==> config.mk <==
export PLATFORM = sky130hd
export DESIGN_NAME = tx_4b5b_nrzi_mlt3_coder
export DESIGN_NICKNAME = d
export VERILOG_FILES = /design/src/core/coder_pkg.sv /design/src/core/scramble_lfsr.sv /design/src/core/tx_4b5b_nrzi_mlt3_coder.sv
export SDC_FILE = /design/constraint.sdc
export NUM_CORES = 1
export LEC_CHECK = 0
export ABC_AREA = 1
export BUFFER_PORTS_ARGS = -buffer_cell sky130_fd_sc_hd__buf_4
export CAP_MARGIN = 20
export CORE_MARGIN = 2
export CORE_UTILIZATION = 40
export CTS_CLUSTER_DIAMETER = 50
export DETAILED_ROUTE_END_ITERATION = 12
export MAX_ROUTING_LAYER = met4
export SLEW_MARGIN = 20
export SYNTH_ARGS = -nofsm -noshare
export SYNTH_HDL_FRONTEND = slang
export SYNTH_SLANG_ARGS = --single-unit
==> constraint.sdc <==
create_clock -name CLOCK_IN -period 1.9 [get_ports CLOCK_IN]
set_clock_uncertainty 0.05 [all_clocks]
set_input_delay 0.285 -clock CLOCK_IN [delete_from_list [all_inputs] [get_ports CLOCK_IN]]
set_output_delay 0.285 -clock CLOCK_IN [all_outputs]
set_load 0.05 [all_outputs]
==> src/core/coder_pkg.sv <==
// shared constants and types for the 100 Mb/s symbol coder
package coder_pkg;
   localparam int          SYM_W      = 5;
   localparam logic [2:0]  SYM_LAST   = 3'h4;
   localparam logic [2:0]  SYM_FIRST  = 3'h0;
   localparam int          LFSR_W     = 11;
   localparam int          TAP_HI     = 10;
   localparam int          TAP_LO     = 8;
   localparam logic [10:0] LFSR_SEED  = 11'h7ff;
   localparam logic [7:0]  LOCK_COUNT = 8'h3c;
   localparam logic [7:0]  HIT_ZERO   = 8'h00;
   localparam logic [7:0]  HIT_ONE    = 8'h01;

   // control symbols
   localparam logic [4:0] SYM_IDLE  = 5'h1f;
   localparam logic [4:0] SYM_J     = 5'h18;
   localparam logic [4:0] SYM_K     = 5'h11;
   localparam logic [4:0] SYM_T     = 5'h0d;
   localparam logic [4:0] SYM_R     = 5'h07;
   localparam logic [4:0] SYM_H     = 5'h04;
   localparam logic [3:0] NIB_START = 4'h5;
   localparam logic [3:0] NIB_ZERO  = 4'h0;

   // three-level line codes
   localparam logic [1:0] LVL_LOW  = 2'h0;
   localparam logic [1:0] LVL_MID  = 2'h1;
   localparam logic [1:0] LVL_HIGH = 2'h2;

   typedef enum logic [1:0] {
      TX_IDLE  = 2'b00,
      TX_START = 2'b01,
      TX_DATA  = 2'b10,
      TX_END   = 2'b11
   } tx_state_t;

   typedef enum logic [2:0] {
      K_DATA    = 3'b000,
      K_IDLE    = 3'b001,
      K_START_J = 3'b010,
      K_START_K = 3'b011,
      K_END_T   = 3'b100,
      K_END_R   = 3'b101,
      K_ERROR   = 3'b110,
      K_INVALID = 3'b111
   } sym_kind_t;
endpackage : coder_pkg

==> src/core/scramble_lfsr.sv <==
// key stream generator for scrambling and descrambling
`timescale 1ns/1ps
`default_nettype none
module scramble_lfsr #(
   parameter int          WIDTH = coder_pkg::LFSR_W,
   parameter logic [10:0] SEED  = coder_pkg::LFSR_SEED
) (
   input  wire logic CLOCK_IN,
   input  wire logic RST_B_IN,
   input  wire logic SEED_EN_IN,
   input  wire logic SEED_BIT_IN,
   output logic      KEY_OUT
);
   import coder_pkg::*;

   logic [WIDTH-1:0] state;
   logic [WIDTH-1:0] next_state;

   assign KEY_OUT = state[TAP_HI] ^ state[TAP_LO];

   always_comb begin
      next_state = {state[WIDTH-2:0], SEED_EN_IN ? SEED_BIT_IN : KEY_OUT};
   end

   always_ff @(posedge CLOCK_IN or negedge RST_B_IN) begin
      if (!RST_B_IN) begin
         state <= SEED[WIDTH-1:0];
      end else begin
         state <= next_state;
      end
   end
endmodule // scramble_lfsr
`default_nettype wire

==> src/core/tx_4b5b_nrzi_mlt3_coder.sv <==
// 4b5b, scrambler, nrzi and three-level coder with matching receive path
// Operation
// - data nibbles map to fixed 5-bit symbols and back.
// - a frame opens with the start pair, recognised on receive as start.
// - a frame closes with the end pair, recognised on receive as end.
// - idle fills gaps between frames and a MAC error sends the error code.
// - the ten unused patterns are flagged on receive and never sent.
// - the nrzi stage toggles on each one bit and holds on each zero.
// - the line state has three levels, stepping one level per transition.
// - the levels cycle low, middle, high, middle, low.
// - the serial stream is scrambled before line coding, descrambled after.
`timescale 1ns/1ps
`default_nettype none
module tx_4b5b_nrzi_mlt3_coder (
   input  wire logic CLOCK_IN,
   input  wire logic RST_B_IN,
   input  wire logic TX_EN_IN,
   input  wire logic TX_ER_IN,
   input  wire logic [3:0] TXD_IN,
   output logic      TX_NIBBLE_REQ_OUT,
   output logic      TX_NRZI_OUT,
   output logic [1:0] TX_LEVEL_OUT,
   input  wire logic [1:0] RX_LEVEL_IN,
   output logic      RX_LOCKED_OUT,
   output logic      RX_DV_OUT,
   output logic      RX_VALID_OUT,
   output logic [3:0] RXD_OUT,
   output logic      RX_ER_OUT,
   output logic      RX_START_OUT,
   output logic      RX_END_OUT
);
   import coder_pkg::*;

   function automatic logic [4:0] encode(input logic [3:0] nib);
      logic [4:0] s;
      s = SYM_IDLE;
      unique case (nib)
         4'h0: s = 5'h1e;
         4'h1: s = 5'h09;
         4'h2: s = 5'h14;
         4'h3: s = 5'h15;
         4'h4: s = 5'h0a;
         4'h5: s = 5'h0b;
         4'h6: s = 5'h0e;
         4'h7: s = 5'h0f;
         4'h8: s = 5'h12;
         4'h9: s = 5'h13;
         4'ha: s = 5'h16;
         4'hb: s = 5'h17;
         4'hc: s = 5'h1a;
         4'hd: s = 5'h1b;
         4'he: s = 5'h1c;
         4'hf: s = 5'h1d;
      endcase
      return s;
   endfunction

   function automatic sym_kind_t classify(input logic [4:0] s);
      sym_kind_t k;
      k = K_DATA;
      unique case (s)
         SYM_IDLE: k = K_IDLE;
         SYM_J:    k = K_START_J;
         SYM_K:    k = K_START_K;
         SYM_T:    k = K_END_T;
         SYM_R:    k = K_END_R;
         SYM_H:    k = K_ERROR;
         5'h00, 5'h01, 5'h02, 5'h03, 5'h05,
         5'h06, 5'h08, 5'h0c, 5'h10, 5'h19: k = K_INVALID;
         default:  k = K_DATA;
      endcase
      return k;
   endfunction

   function automatic logic [3:0] decode(input logic [4:0] s);
      logic [3:0] n;
      n = NIB_ZERO;
      for (int i = 0; i < 16; i++) begin
         if (encode(i[3:0]) == s) begin
            n = i[3:0];
         end
      end
      return n;
   endfunction

   // ---------------- transmit ----------------
   tx_state_t  tx_state, next_tx_state;
   logic [4:0] tx_sym, next_tx_sym;
   logic [2:0] tx_cnt, next_tx_cnt;
   logic       tx_key;
   logic       tx_scr;
   logic       nrzi, next_nrzi;
   logic [1:0] level, next_level;
   logic       rising, next_rising;
   logic       tx_load;

   assign tx_load           = (tx_cnt == SYM_LAST);
   assign TX_NIBBLE_REQ_OUT = tx_load;
   assign tx_scr            = tx_sym[SYM_W-1] ^ tx_key;

   scramble_lfsr #(
      .WIDTH (LFSR_W),
      .SEED  (LFSR_SEED)
   ) u_tx_lfsr (
      .CLOCK_IN    (CLOCK_IN),
      .RST_B_IN    (RST_B_IN),
      .SEED_EN_IN  (1'b0),
      .SEED_BIT_IN (1'b0),
      .KEY_OUT     (tx_key)
   );

   always_comb begin
      next_tx_state = tx_state;
      next_tx_cnt   = tx_load ? SYM_FIRST : tx_cnt + 3'h1;
      next_tx_sym   = {tx_sym[SYM_W-2:0], 1'b0};
      if (tx_load) begin
         unique case (tx_state)
            TX_IDLE: begin
               next_tx_sym = SYM_IDLE;
               if (TX_EN_IN) begin
                  next_tx_sym   = SYM_J;
                  next_tx_state = TX_START;
               end
            end
            TX_START: begin
               next_tx_sym   = SYM_K;
               next_tx_state = TX_DATA;
            end
            TX_DATA: begin
               if (!TX_EN_IN) begin
                  next_tx_sym   = SYM_T;
                  next_tx_state = TX_END;
               end else if (TX_ER_IN) begin
                  next_tx_sym = SYM_H;
               end else begin
                  next_tx_sym = encode(TXD_IN);
               end
            end
            TX_END: begin
               next_tx_sym   = SYM_R;
               next_tx_state = TX_IDLE;
            end
         endcase
      end
      next_nrzi   = nrzi ^ tx_scr;
      next_level  = level;
      next_rising = rising;
      if (tx_scr) begin
         unique case (level)
            LVL_LOW: begin
               next_level  = LVL_MID;
               next_rising = 1'b1;
            end
            LVL_HIGH: begin
               next_level  = LVL_MID;
               next_rising = 1'b0;
            end
            default: begin
               next_level = rising ? LVL_HIGH : LVL_LOW;
            end
         endcase
      end
   end

   always_ff @(posedge CLOCK_IN or negedge RST_B_IN) begin
      if (!RST_B_IN) begin
         tx_state <= TX_IDLE;
         tx_sym   <= SYM_IDLE;
         tx_cnt   <= SYM_FIRST;
         nrzi     <= 1'b0;
         level    <= LVL_MID;
         rising   <= 1'b1;
      end else begin
         tx_state <= next_tx_state;
         tx_sym   <= next_tx_sym;
         tx_cnt   <= next_tx_cnt;
         nrzi     <= next_nrzi;
         level    <= next_level;
         rising   <= next_rising;
      end
   end

   assign TX_NRZI_OUT  = nrzi;
   assign TX_LEVEL_OUT = level;

   // ---------------- receive ----------------
   logic [1:0] rx_prev;
   logic       rx_raw, rx_key, rx_bit;
   logic [7:0] hits, next_hits;
   logic       locked, next_locked;
   logic [9:0] hist, next_hist;
   logic [2:0] rx_cnt, next_rx_cnt;
   logic       in_frame, next_in_frame;
   logic       saw_t, next_saw_t;
   logic       valid, next_valid;
   logic [3:0] rxd, next_rxd;
   logic       err, next_err;
   logic       start, next_start;
   logic       fend, next_fend;
   sym_kind_t  kind;

   // a level change is an nrzi transition, hence a one
   assign rx_raw = (RX_LEVEL_IN != rx_prev);
   assign rx_bit = rx_raw ^ rx_key;
   assign kind   = classify(next_hist[4:0]);

   scramble_lfsr #(
      .WIDTH (LFSR_W),
      .SEED  (LFSR_SEED)
   ) u_rx_lfsr (
      .CLOCK_IN    (CLOCK_IN),
      .RST_B_IN    (RST_B_IN),
      .SEED_EN_IN  (!locked),
      .SEED_BIT_IN (!rx_raw),
      .KEY_OUT     (rx_key)
   );

   always_comb begin
      next_hits     = hits;
      next_locked   = locked;
      next_hist     = {hist[8:0], rx_bit};
      next_rx_cnt   = (rx_cnt == SYM_LAST) ? SYM_FIRST : rx_cnt + 3'h1;
      next_in_frame = in_frame;
      next_saw_t    = saw_t;
      next_valid    = 1'b0;
      next_rxd      = rxd;
      next_err      = 1'b0;
      next_start    = 1'b0;
      next_fend     = 1'b0;
      if (!locked) begin
         // lock after a run of predicted idle ones
         next_hits = rx_bit ? hits + HIT_ONE : HIT_ZERO;
         if (hits == LOCK_COUNT) begin
            next_locked = 1'b1;
         end
      end else if (!in_frame) begin
         if (next_hist == {SYM_J, SYM_K}) begin
            next_in_frame = 1'b1;
            next_rx_cnt   = SYM_FIRST;
            next_saw_t    = 1'b0;
            next_start    = 1'b1;
         end
      end else if (rx_cnt == SYM_LAST) begin
         next_saw_t = 1'b0;
         unique case (kind)
            K_DATA: begin
               next_valid = 1'b1;
               next_rxd   = decode(next_hist[4:0]);
            end
            K_END_T: begin
               next_saw_t = 1'b1;
            end
            K_END_R: begin
               next_in_frame = 1'b0;
               next_fend     = 1'b1;
               next_err      = !saw_t;
            end
            K_IDLE: begin
               next_in_frame = 1'b0;
               next_fend     = 1'b1;
               next_err      = 1'b1;
            end
            default: begin
               next_valid = 1'b1;
               next_err   = 1'b1;
               next_rxd   = NIB_ZERO;
            end
         endcase
      end
   end

   always_ff @(posedge CLOCK_IN or negedge RST_B_IN) begin
      if (!RST_B_IN) begin
         rx_prev  <= LVL_MID;
         hits     <= HIT_ZERO;
         locked   <= 1'b0;
         hist     <= {SYM_IDLE, SYM_IDLE};
         rx_cnt   <= SYM_FIRST;
         in_frame <= 1'b0;
         saw_t    <= 1'b0;
         valid    <= 1'b0;
         rxd      <= NIB_ZERO;
         err      <= 1'b0;
         start    <= 1'b0;
         fend     <= 1'b0;
      end else begin
         rx_prev  <= RX_LEVEL_IN;
         hits     <= next_hits;
         locked   <= next_locked;
         hist     <= next_hist;
         rx_cnt   <= next_rx_cnt;
         in_frame <= next_in_frame;
         saw_t    <= next_saw_t;
         valid    <= next_valid;
         rxd      <= next_rxd;
         err      <= next_err;
         start    <= next_start;
         fend     <= next_fend;
      end
   end

   assign RX_LOCKED_OUT = locked;
   assign RX_DV_OUT     = in_frame;
   assign RX_VALID_OUT  = valid;
   assign RXD_OUT       = rxd;
   assign RX_ER_OUT     = err;
   assign RX_START_OUT  = start;
   assign RX_END_OUT    = fend;
endmodule // tx_4b5b_nrzi_mlt3_coder
`default_nettype wire

==> impl_metrics.json, run 1 <==
{
  "critPathBufInv": 0,
  "drv_slew": 0,
  "root_buffer": "clkbuf_8",
  "wire_per_inst_um": 11.8,
  "p_leak_uw": 0.00183,
  "num_rows": 32,
  "arrival_ns": 2.02,
  "drt_wl_total_um": 5450,
  "cp_top_family": "simple AND/OR/NAND/NOR gates",
  "rsz0062_at_grt": "true",
  "insertion_delay_ns": 0.35,
  "ir_drop_v": 0.000474,
  "end_kind": "register",
  "fin_setup_tns_ns": 0,
  "fin_ws_ns": 0.0598,
  "synthCells": 316,
  "synth_area_leaders": "dfstp_2, dfrtp_1, nand2_1, inv_1, nand3_1",
  "synth-seq-cells": 69,
  "syn_avg_cell_area_um2": 9.78,
  "yosys_warnings": 0,
  "max_freq_mhz": 543,
  "cap_violations": 0,
  "clk_pin_slew_ns": 0.06,
  "drt-initial-drc-count": 205,
  "die_area_um2": 8450,
  "worst_pin_slew_ns": 0.414,
  "slowest_stage": "dfstp_2",
  "p_total_uw": 4370,
  "hpwlAfterDp_um": 3830,
  "n_fill_cell": 735,
  "final_cells": 463,
  "grtUsageTotal_pct": 15.1,
  "syn-num-nets": 335,
  "netlist_area_um2": 3090,
  "crit_top_cell": "nand2_4",
  "place_ws_ns": 0.109,
  "final_antenna_net_count": 0,
  "syn_to_final_growth_pct": 22.2,
  "core_um2": 7610,
  "ys_seq_area_share_pct": 57.4,
  "final.min_clock_period_ns": 1.84,
  "cts_tree": "built",
  "first_pass_iters": 4,
  "crit_chain": "nand2_2 > nand2_4 > nand2_4 > nand2_4 > nand3_2 > nand2_2 > nand3_2 > nand2_4 > nor2_4 > nor2_4 > nand2_4 > nand2_1 > nand2_1",
  "drcViolationCount": 0,
  "synth_edf_count": 0,
  "synth_largest_area_cell": "dfstp_2",
  "grt_max_degree": 40,
  "cp-start-kind": "register",
  "drive_gt1_share_pct": 34.3,
  "die_x_um": 91.9,
  "p_per_area_nw_per_um2": 1160,
  "cp-startpoint": "rx_prev[0]",
  "worstReg2RegStart": "rx_prev[0]",
  "min_period_over_period_pct": 96.9,
  "synthArstFlopShare_pct": 100,
  "yosys-top-cells-count": "nand2_1, inv_1, dfstp_2",
  "gr-total-overflow": 0,
  "crit_required_ns": 2.08,
  "die_h_um": 91.9,
  "io-pin-count": 24,
  "cts-buffers-inserted": 9,
  "synth_flop_cell": "dfstp_2",
  "first_global_vias": 2177,
  "synth_top_area_share_pct": 33.2,
  "clock_path_buffers": 2,
  "worst-setup-path-type": "register to register",
  "finalSetupViolCount": 0,
  "htree_levels": 3,
  "num_vias": 2163,
  "hold_viol_final": 0,
  "whs_ns": 0.173,
  "slew_headroom_pct": 72.4,
  "min-delay-start": "RX_LEVEL_IN[0]",
  "via_per_inst": 4.67,
  "initial_core_util_pct": 40.6,
  "antenna_found_initial": 0,
  "antenna_cells": 0,
  "clock-sinks": 69,
  "hold_class": "primary input to register",
  "placed_cells": 442,
  "portBuffers": 23,
  "grt_pass1_wl_um": 9800,
  "globalplace.congestion": 0.862,
  "critical_path.max_stage_delay_ns": 0.54,
  "ys_types": 31,
  "num-nets-final": 375,
  "yosys.cell_count.top_type": "nand2_1",
  "outcome": "finished clean",
  "crit_fanout": 5
}
[flip-flops by register name (all words and copies together) (netlist names), 2 cells and up]
name and flops:
tx_sym 5, hist 9, hits 8, tx_state 2
rx_prev 2, tx_cnt 3, TX_LEVEL_OUT 2, u_rx_lfsr.state 11
RXD_OUT 4, rx_cnt 3, u_tx_lfsr.state 11
[where the power goes]
part | internal, uW | total (uW) | switching (uW)
Sequential | 1700 | 1810 | 110
Combinational | 386 | 1080 | 694
Clock | 945 | 1480 | 538
Total | 3030 | 4370 | 1340
[cell usage in the layout (no fill, tap or decap), types with 6 or more instances in the layout]
| cell type | instances |
|---|---|
| nand2_4 | 9 |
| nand2_1 | 51 |
| inv_2 | 7 |
| nand2_2 | 11 |
| dfrtp_1 | 30 |
| inv_1 | 39 |
| a21oi_1 | 6 |
| nand4_1 | 6 |
| dfstp_2 | 39 |
| buf_4 | 28 |
| o21ai_0 | 12 |
| nand3_1 | 29 |
| nor2_1 | 23 |
| clkbuf_8 | 11 |
| ha_1 | 9 |
| nor3_1 | 7 |
[cells by family after synthesis]
kind of cell / after synthesis / share of synthesized area (%)
buffers and inverters: 50 / 6.44
AND/OR/NAND/NOR: 153 / 25.3
XOR/XNOR: 8 / 2.27
flip-flops: 69 / 57.4
adder cells (fa/ha/maj): 9 / 3.64
AO/OA/AOI/OAI: 27 / 4.86
[layout make-up]
class	instances	area [um^2]	share of cell area, %
well taps	102	128	3.38
clock buffers	11	151	4.01
inverters	47	176	4.67
multi-input cells	197	1180	31.2
repair buffers	32	263	6.96
flip-flops and latches	69	1780	47.0
clock inverters	5	106	2.82
[worst paths after layout]
| check | to | slack, ns | cells past startpoint |
|---|---|---|---|
| max reg2reg | RXD_OUT[1] | 0.06 | 13 |
| max | RXD_OUT[1] | 0.06 | 13 |
| min in group asynchronous | tx_state[1] | 0.36 | 2 |
| max in group asynchronous | rx_prev[0] | 0.83 | 3 |
| min reg2reg | hist[6] | 0.30 | 0 |
| min | rx_prev[0] | 0.17 | 1 |
[timing repair]
item                       4_1_cts  5_1_grt
resized for setup                0       18
hold endpoints to repair        22        0
hold buffers                     3        0
setup endpoints to repair        0        8
setup buffers                    0        3
[metrics by stage]
stage | area [um^2] | util (%)
after floorplan | 3090 | -
after global placement | 3410 | 44.8
after detailed placement | 3410 | 44.8
after CTS | 3700 | 48.6
after global routing | 3780 | 49.7
final | 3780 | 49.7
[routing by layer]
metal	track usage (%)	vias to the layer above	share of wire [%]
li1	-	1092	-
met4	5.85	0	2.1
met3	5.09	11	3.7
met2	22.7	28	48
met5	-	-	0
met1	18.9	1032	46
No activity file was read; power rests on OpenSTA's default activity.
==> run 2: changes to the inputs <==
Settings changed: PLACE_DENSITY set to 0.66.
==> run 2 against run 1 <==
Against the previous run: flip-flop and latch count did not move; non-clock buffer count is 4 higher; sequential share of layout area is 0.17 points higher; worst hold slack lost 0.15 ns; core utilization shrank 0.18 points; clock-buffer cell count decreased by 2; global-route usage fell by 0.28 points; wire length is 0.75% lower; final area down 0.36%; critical path depth up 2; combinational power about the same; largest cell class unchanged; largest power group unchanged; highest routed layer unchanged.
==> impl_metrics.json, run 2 (synthesis results as in run 1) <==
{
  "syn_to_final_growth_pct": 21.8,
  "p_per_area_nw_per_um2": 1090,
  "cp-startpoint": "rx_prev[0]",
  "min_period_over_period_pct": 98.0,
  "n_fill_cell": 697,
  "ir_drop_v": 0.000375,
  "final.min_clock_period_ns": 1.86,
  "die_h_um": 91.9,
  "worst-setup-path-type": "register to register",
  "hpwlAfterDp_um": 3750,
  "crit_fanout": 5,
  "globalplace.congestion": 0.840,
  "num-nets-final": 379,
  "io-pin-count": 24,
  "gr-total-overflow": 0,
  "antenna_cells": 0,
  "rsz0062_at_grt": "true",
  "fin_setup_tns_ns": 0,
  "die_area_um2": 8450,
  "finalSetupViolCount": 0,
  "hold_viol_final": 0,
  "final_cells": 467,
  "hold_class": "primary input to register",
  "cap_violations": 0,
  "top_regs": "u_rx_lfsr.state: 11 flops, u_tx_lfsr.state: 11 flops, hist: 9 flops",
  "multi_input_area_um2": 1200,
  "die_x_um": 91.9,
  "clk_pin_slew_ns": 0.07,
  "clkPwrFrac_pct": 29.0,
  "num_rows": 32,
  "core_um2": 7610,
  "post-route-cell-area_um2": 3760,
  "num_vias": 2197,
  "slew_headroom_pct": 75.5,
  "root_buffer": "clkbuf_8",
  "clock-sinks": 69,
  "cp-start-kind": "register",
  "grt_max_degree": 43,
  "wire_per_inst_um": 11.6,
  "seqPwrFrac_pct": 44.1,
  "drcViolationCount": 0,
  "dpl_cell_area_um2": 3420,
  "min-delay-start": "RX_LEVEL_IN[0]",
  "initial_core_util_pct": 40.6,
  "cts-buffers-inserted": 9,
  "grtUsageTotal_pct": 14.8,
  "antenna_found_initial": 0,
  "end_kind": "register",
  "netSwitchingFraction_pct": 33.9,
  "placed_cells": 443,
  "final_antenna_net_count": 0,
  "whs_ns": 0.0218,
  "drt_wl_total_um": 5410,
  "max_freq_mhz": 537,
  "first_global_vias": 2156,
  "final_common_cell": "nand2_1",
  "arrival_ns": 2.05,
  "insertion_delay_ns": 0.34,
  "p_total_uw": 4100,
  "via_per_inst": 4.70,
  "drt-initial-drc-count": 63,
  "p_comb_share_pct": 27.0,
  "drive_gt1_share_pct": 36.2,
  "cts_tree": "built",
  "first_pass_iters": 6,
  "drv_slew": 0,
  "grt_pass1_wl_um": 9620,
  "register_area_um2": 1780,
  "layout_common_cells": "nand2_1, inv_1, dfstp_2",
  "outcome": "finished clean",
  "p_sw_uw": 1390,
  "htree_levels": 3,
  "p_leak_uw": 0.00181,
  "intPower_uw": 2710,
  "portBuffers": 23,
  "worst_pin_slew_ns": 0.368,
  "crit_required_ns": 2.09,
  "clock_path_buffers": 2,
  "worstReg2RegStart": "rx_prev[0]"
}
run 2: cell types whose count changed in the layout (fill, tap and decap cells not counted), sizes merged:
cell,delta
clkbuf,-2
bufinv,-2
inv,+2
dlymetal6s4s,-1
buf,+5
clkinv,+2
run 2: what timing repair did:
item | 4_1_cts | 5_1_grt
hold buffers | 1 | 1
endpoints found under the hold margin | 15 | 1
buffers inserted | 0 | 6
setup endpoints to repair | 0 | 8
gates resized for setup | 0 | 22
run 2: power by group through the flow:
stage	Sequential, uW	Combinational (uW)	Clock (uW)
detailed placement	1830	1030	0
floorplan	1920	677	0
finish	1810	1110	1190
global placement	1820	1020	0
CTS	1810	1040	1220
global route	1830	1250	1300
run 2: worst max-delay path, stage by stage (launching register included):
cell,delay [ns]
dfstp_2,0.55
inv_2,0.04
nand2_2,0.07
nand2_4,0.08
nand2_4,0.09
nand2_4,0.06
nand2_4,0.10
nand3_2,0.09
nand2_2,0.08
nand2_2,0.05
nand2_2,0.09
nor2_4,0.05
nor2_4,0.17
nand2_4,0.09
nand2_2,0.06
nand2_1,0.05
run 2: through the flow:
stage	setup slack [ns]	utilization, %
finish	0.0381	49.5
global route	-0.105	49.5
CTS	0.00762	47.7
detailed placement	0.108	44.9
global placement	0.161	44.9
floorplan	0.233	-
run 2: final cells by class:
| type | instances | share of cell area [%] |
|---|---|---|
| inverter | 47 | 4.69 |
| tap | 102 | 3.39 |
| sequential | 69 | 47.2 |
| clock buffer | 9 | 3.29 |
| timing repair buffer | 36 | 7.65 |
| clock inverter | 7 | 1.96 |
| multi-input combinational | 197 | 31.8 |
run 2: path summary, 6_finish.rpt:
kind	endpoint	slack (ns)	depth (start not counted)
worst min register to register	u_tx_lfsr.state[7]	0.30	0
max in group asynchronous	u_rx_lfsr.state[10]	0.87	3
worst max-delay path	RXD_OUT[2]	0.04	15
min in group asynchronous	RXD_OUT[3]	0.35	2
worst max register to register	RXD_OUT[2]	0.04	15
worst min-delay path	rx_prev[0]	0.02	1
run 2: routing by layer:
layer	GRT usage (%)	vias to the layer above	wire, um
li1	-	1104	-
met1	19.4	1045	2570
met2	22.0	42	2540
met3	3.45	6	207
met4	6.72	0	95
met5	-	-	0
==> run 3: changes to the inputs <==
Settings changed: CORE_UTILIZATION 40 to 35, PLACE_DENSITY 0.66 to 0.6, SETUP_SLACK_MARGIN set to 0.3, SLEW_MARGIN 20 to not set.
==> run 3 against run 2 <==
Against the previous run: first-iteration DRC count decreased by 6.3%; sequential power about the same; fmax increased by 2.8%; clock power increased by 16%; worst hold slack improved by 0.15 ns; register-to-register slack improved by 0.05 ns; setup slack improved by 0.051 ns; clock-buffer cell count unchanged; die area increased by 14%; combinational power about the same; core utilization decreased by 4.0 points; global-route usage decreased by 1.8 points; highest routed layer unchanged.
==> impl_metrics.json, run 3 (synthesis results as in run 1) <==
{
  "io-pin-count": 24,
  "crit_top_cell": "nand2_4",
  "worstReg2RegStart": "rx_prev[0]",
  "worst-setup-path-type": "register to register",
  "outcome": "finished clean",
  "reg2reg_to": "RXD_OUT[1]",
  "clk_pin_slew_ns": 0.08,
  "clock_path_buffers": 2,
  "min-delay-start": "TX_EN_IN",
  "fin_setup_tns_ns": 0,
  "cp-start-kind": "register",
  "holdPathStages": 4,
  "drcViolationCount": 0,
  "num_vias": 2228,
  "core_um2": 8640,
  "wire_per_inst_um": 11.5,
  "gr-total-overflow": 0,
  "end_kind": "register",
  "drv_slew": 0,
  "initial_core_util_pct": 35.8,
  "crit_chain": "inv_2 > nand2_2 > nand2_4 > nand2_4 > nand2_4 > nand2_4 > nand3_2 > nand2_1 > nand2_1 > nand2_2 > nor2_4 > nor2_4 > nand2_4 > nand2_1 > nand2_1",
  "hold_viol_final": 0,
  "slew_headroom_pct": 71.0,
  "globalplace.congestion": 0.831,
  "cap_violations": 0,
  "finalSetupViolCount": 0,
  "crit_required_ns": 2.10,
  "ir_drop_v": 0.000384,
  "num-nets-final": 390,
  "p_leak_uw": 0.00188,
  "p_per_area_nw_per_um2": 1100,
  "antenna_cells": 0,
  "drive_gt1_share_pct": 41.0,
  "final.min_clock_period_ns": 1.81,
  "grtUsageTotal_pct": 13.0,
  "die_h_um": 98.0,
  "root_buffer": "clkbuf_8",
  "via_per_inst": 4.60,
  "post-route-cell-area_um2": 3930,
  "max_freq_mhz": 552,
  "min_period_over_period_pct": 95.3,
  "portBuffers": 23,
  "cts_tree": "built",
  "whs_ns": 0.171,
  "layout_common_cells": "nand2_1, buf_4, dfstp_2",
  "critical_path.max_stage_delay_ns": 0.55,
  "cts-buffers-inserted": 9,
  "slowest_stage": "dfstp_2",
  "clock-sinks": 69,
  "die_area_um2": 9600,
  "hold_end": "tx_sym[3]",
  "htree_levels": 3,
  "p_total_uw": 4330,
  "final_common_cell": "nand2_1",
  "drt_wl_total_um": 5570,
  "grt_max_degree": 36,
  "hold_class": "primary input to register",
  "rrSetupSlack_ns": 0.09,
  "crit_fanout": 5,
  "final_antenna_net_count": 0,
  "grt_pass1_wl_um": 9830,
  "drt-initial-drc-count": 59,
  "num_rows": 34,
  "hpwlAfterDp_um": 3820,
  "first_global_vias": 2175,
  "syn_to_final_growth_pct": 27.2,
  "top_regs": "u_rx_lfsr.state: 11 flops, u_tx_lfsr.state: 11 flops, hist: 9 flops",
  "insertion_delay_ns": 0.35,
  "reg2reg_depth": 15,
  "first_pass_iters": 4,
  "antenna_found_initial": 0,
  "dpl_cell_area_um2": 3460,
  "die_x_um": 98.0,
  "worst_pin_slew_ns": 0.434,
  "rsz0062_at_grt": "true",
  "arrival_ns": 2.01
}
run 3: stage by stage:
stage,cells,worst slack [ns],utilization (%)
global placement,453,0.150,40.0
detailed placement,453,0.127,40.0
floorplan,316,0.243,-
CTS,477,0.108,43.5
global route,484,-0.0321,45.5
finish,484,0.0888,45.5
run 3: worst max path at each step:
stage	startpoint	endpoint	slack, ns	depth (start not counted)
after detailed placement	rx_prev[0]	RXD_OUT[2]	0.13	15
final	rx_prev[0]	RXD_OUT[1]	0.09	15
after floorplan	rx_prev[0]	RXD_OUT[0]	0.24	15
after global routing	u_rx_lfsr.state[8]	RXD_OUT[1]	-0.03	13
after global placement	u_rx_lfsr.state[8]	RXD_OUT[2]	0.15	13
after CTS	rx_prev[0]	RXD_OUT[1]	0.11	15
run 3: what timing repair did:
| action | 4_1_cts | 5_1_grt |
|---|---|---|
| pin swaps | 1 | 14 |
| endpoints found under the hold margin | 24 | 0 |
| buffers inserted | 5 | 7 |
| setup endpoints to repair | 13 | 23 |
| hold buffers | 3 | 0 |
| resized for setup | 4 | 28 |
run 3: report_power, final:
part / leakage (uW) / switching [uW] / internal, uW
clock network: 0.000117 / 622 / 760
logic: 0.000965 / 709 / 432
registers: 0.000797 / 109 / 1700
run 3: worst max-delay path, delay by kind of cell, from the launching register on:
family / cells / cell delay, ns
flops: 1 / 0.55
simple gates: 14 / 1.05
buf+inv: 1 / 0.04
run 3: layout make-up:
class,count,area (um^2)
repair buffers,47,380
clock inverters,7,104
well taps,108,135
multi-input cells,197,1230
clock buffers,9,124
fillers,833,4700
flip-flops and latches,69,1780
inverters,47,183
run 3: per-layer routing:
metal / up-vias / GRT usage (%) / wire length (um)
li1: 1124 / - / -
met1: 1060 / 17.1 / 2760
met2: 34 / 19.2 / 2510
met3: 10 / 2.43 / 181
met4: 0 / 6.73 / 121
met5: - / - / 0
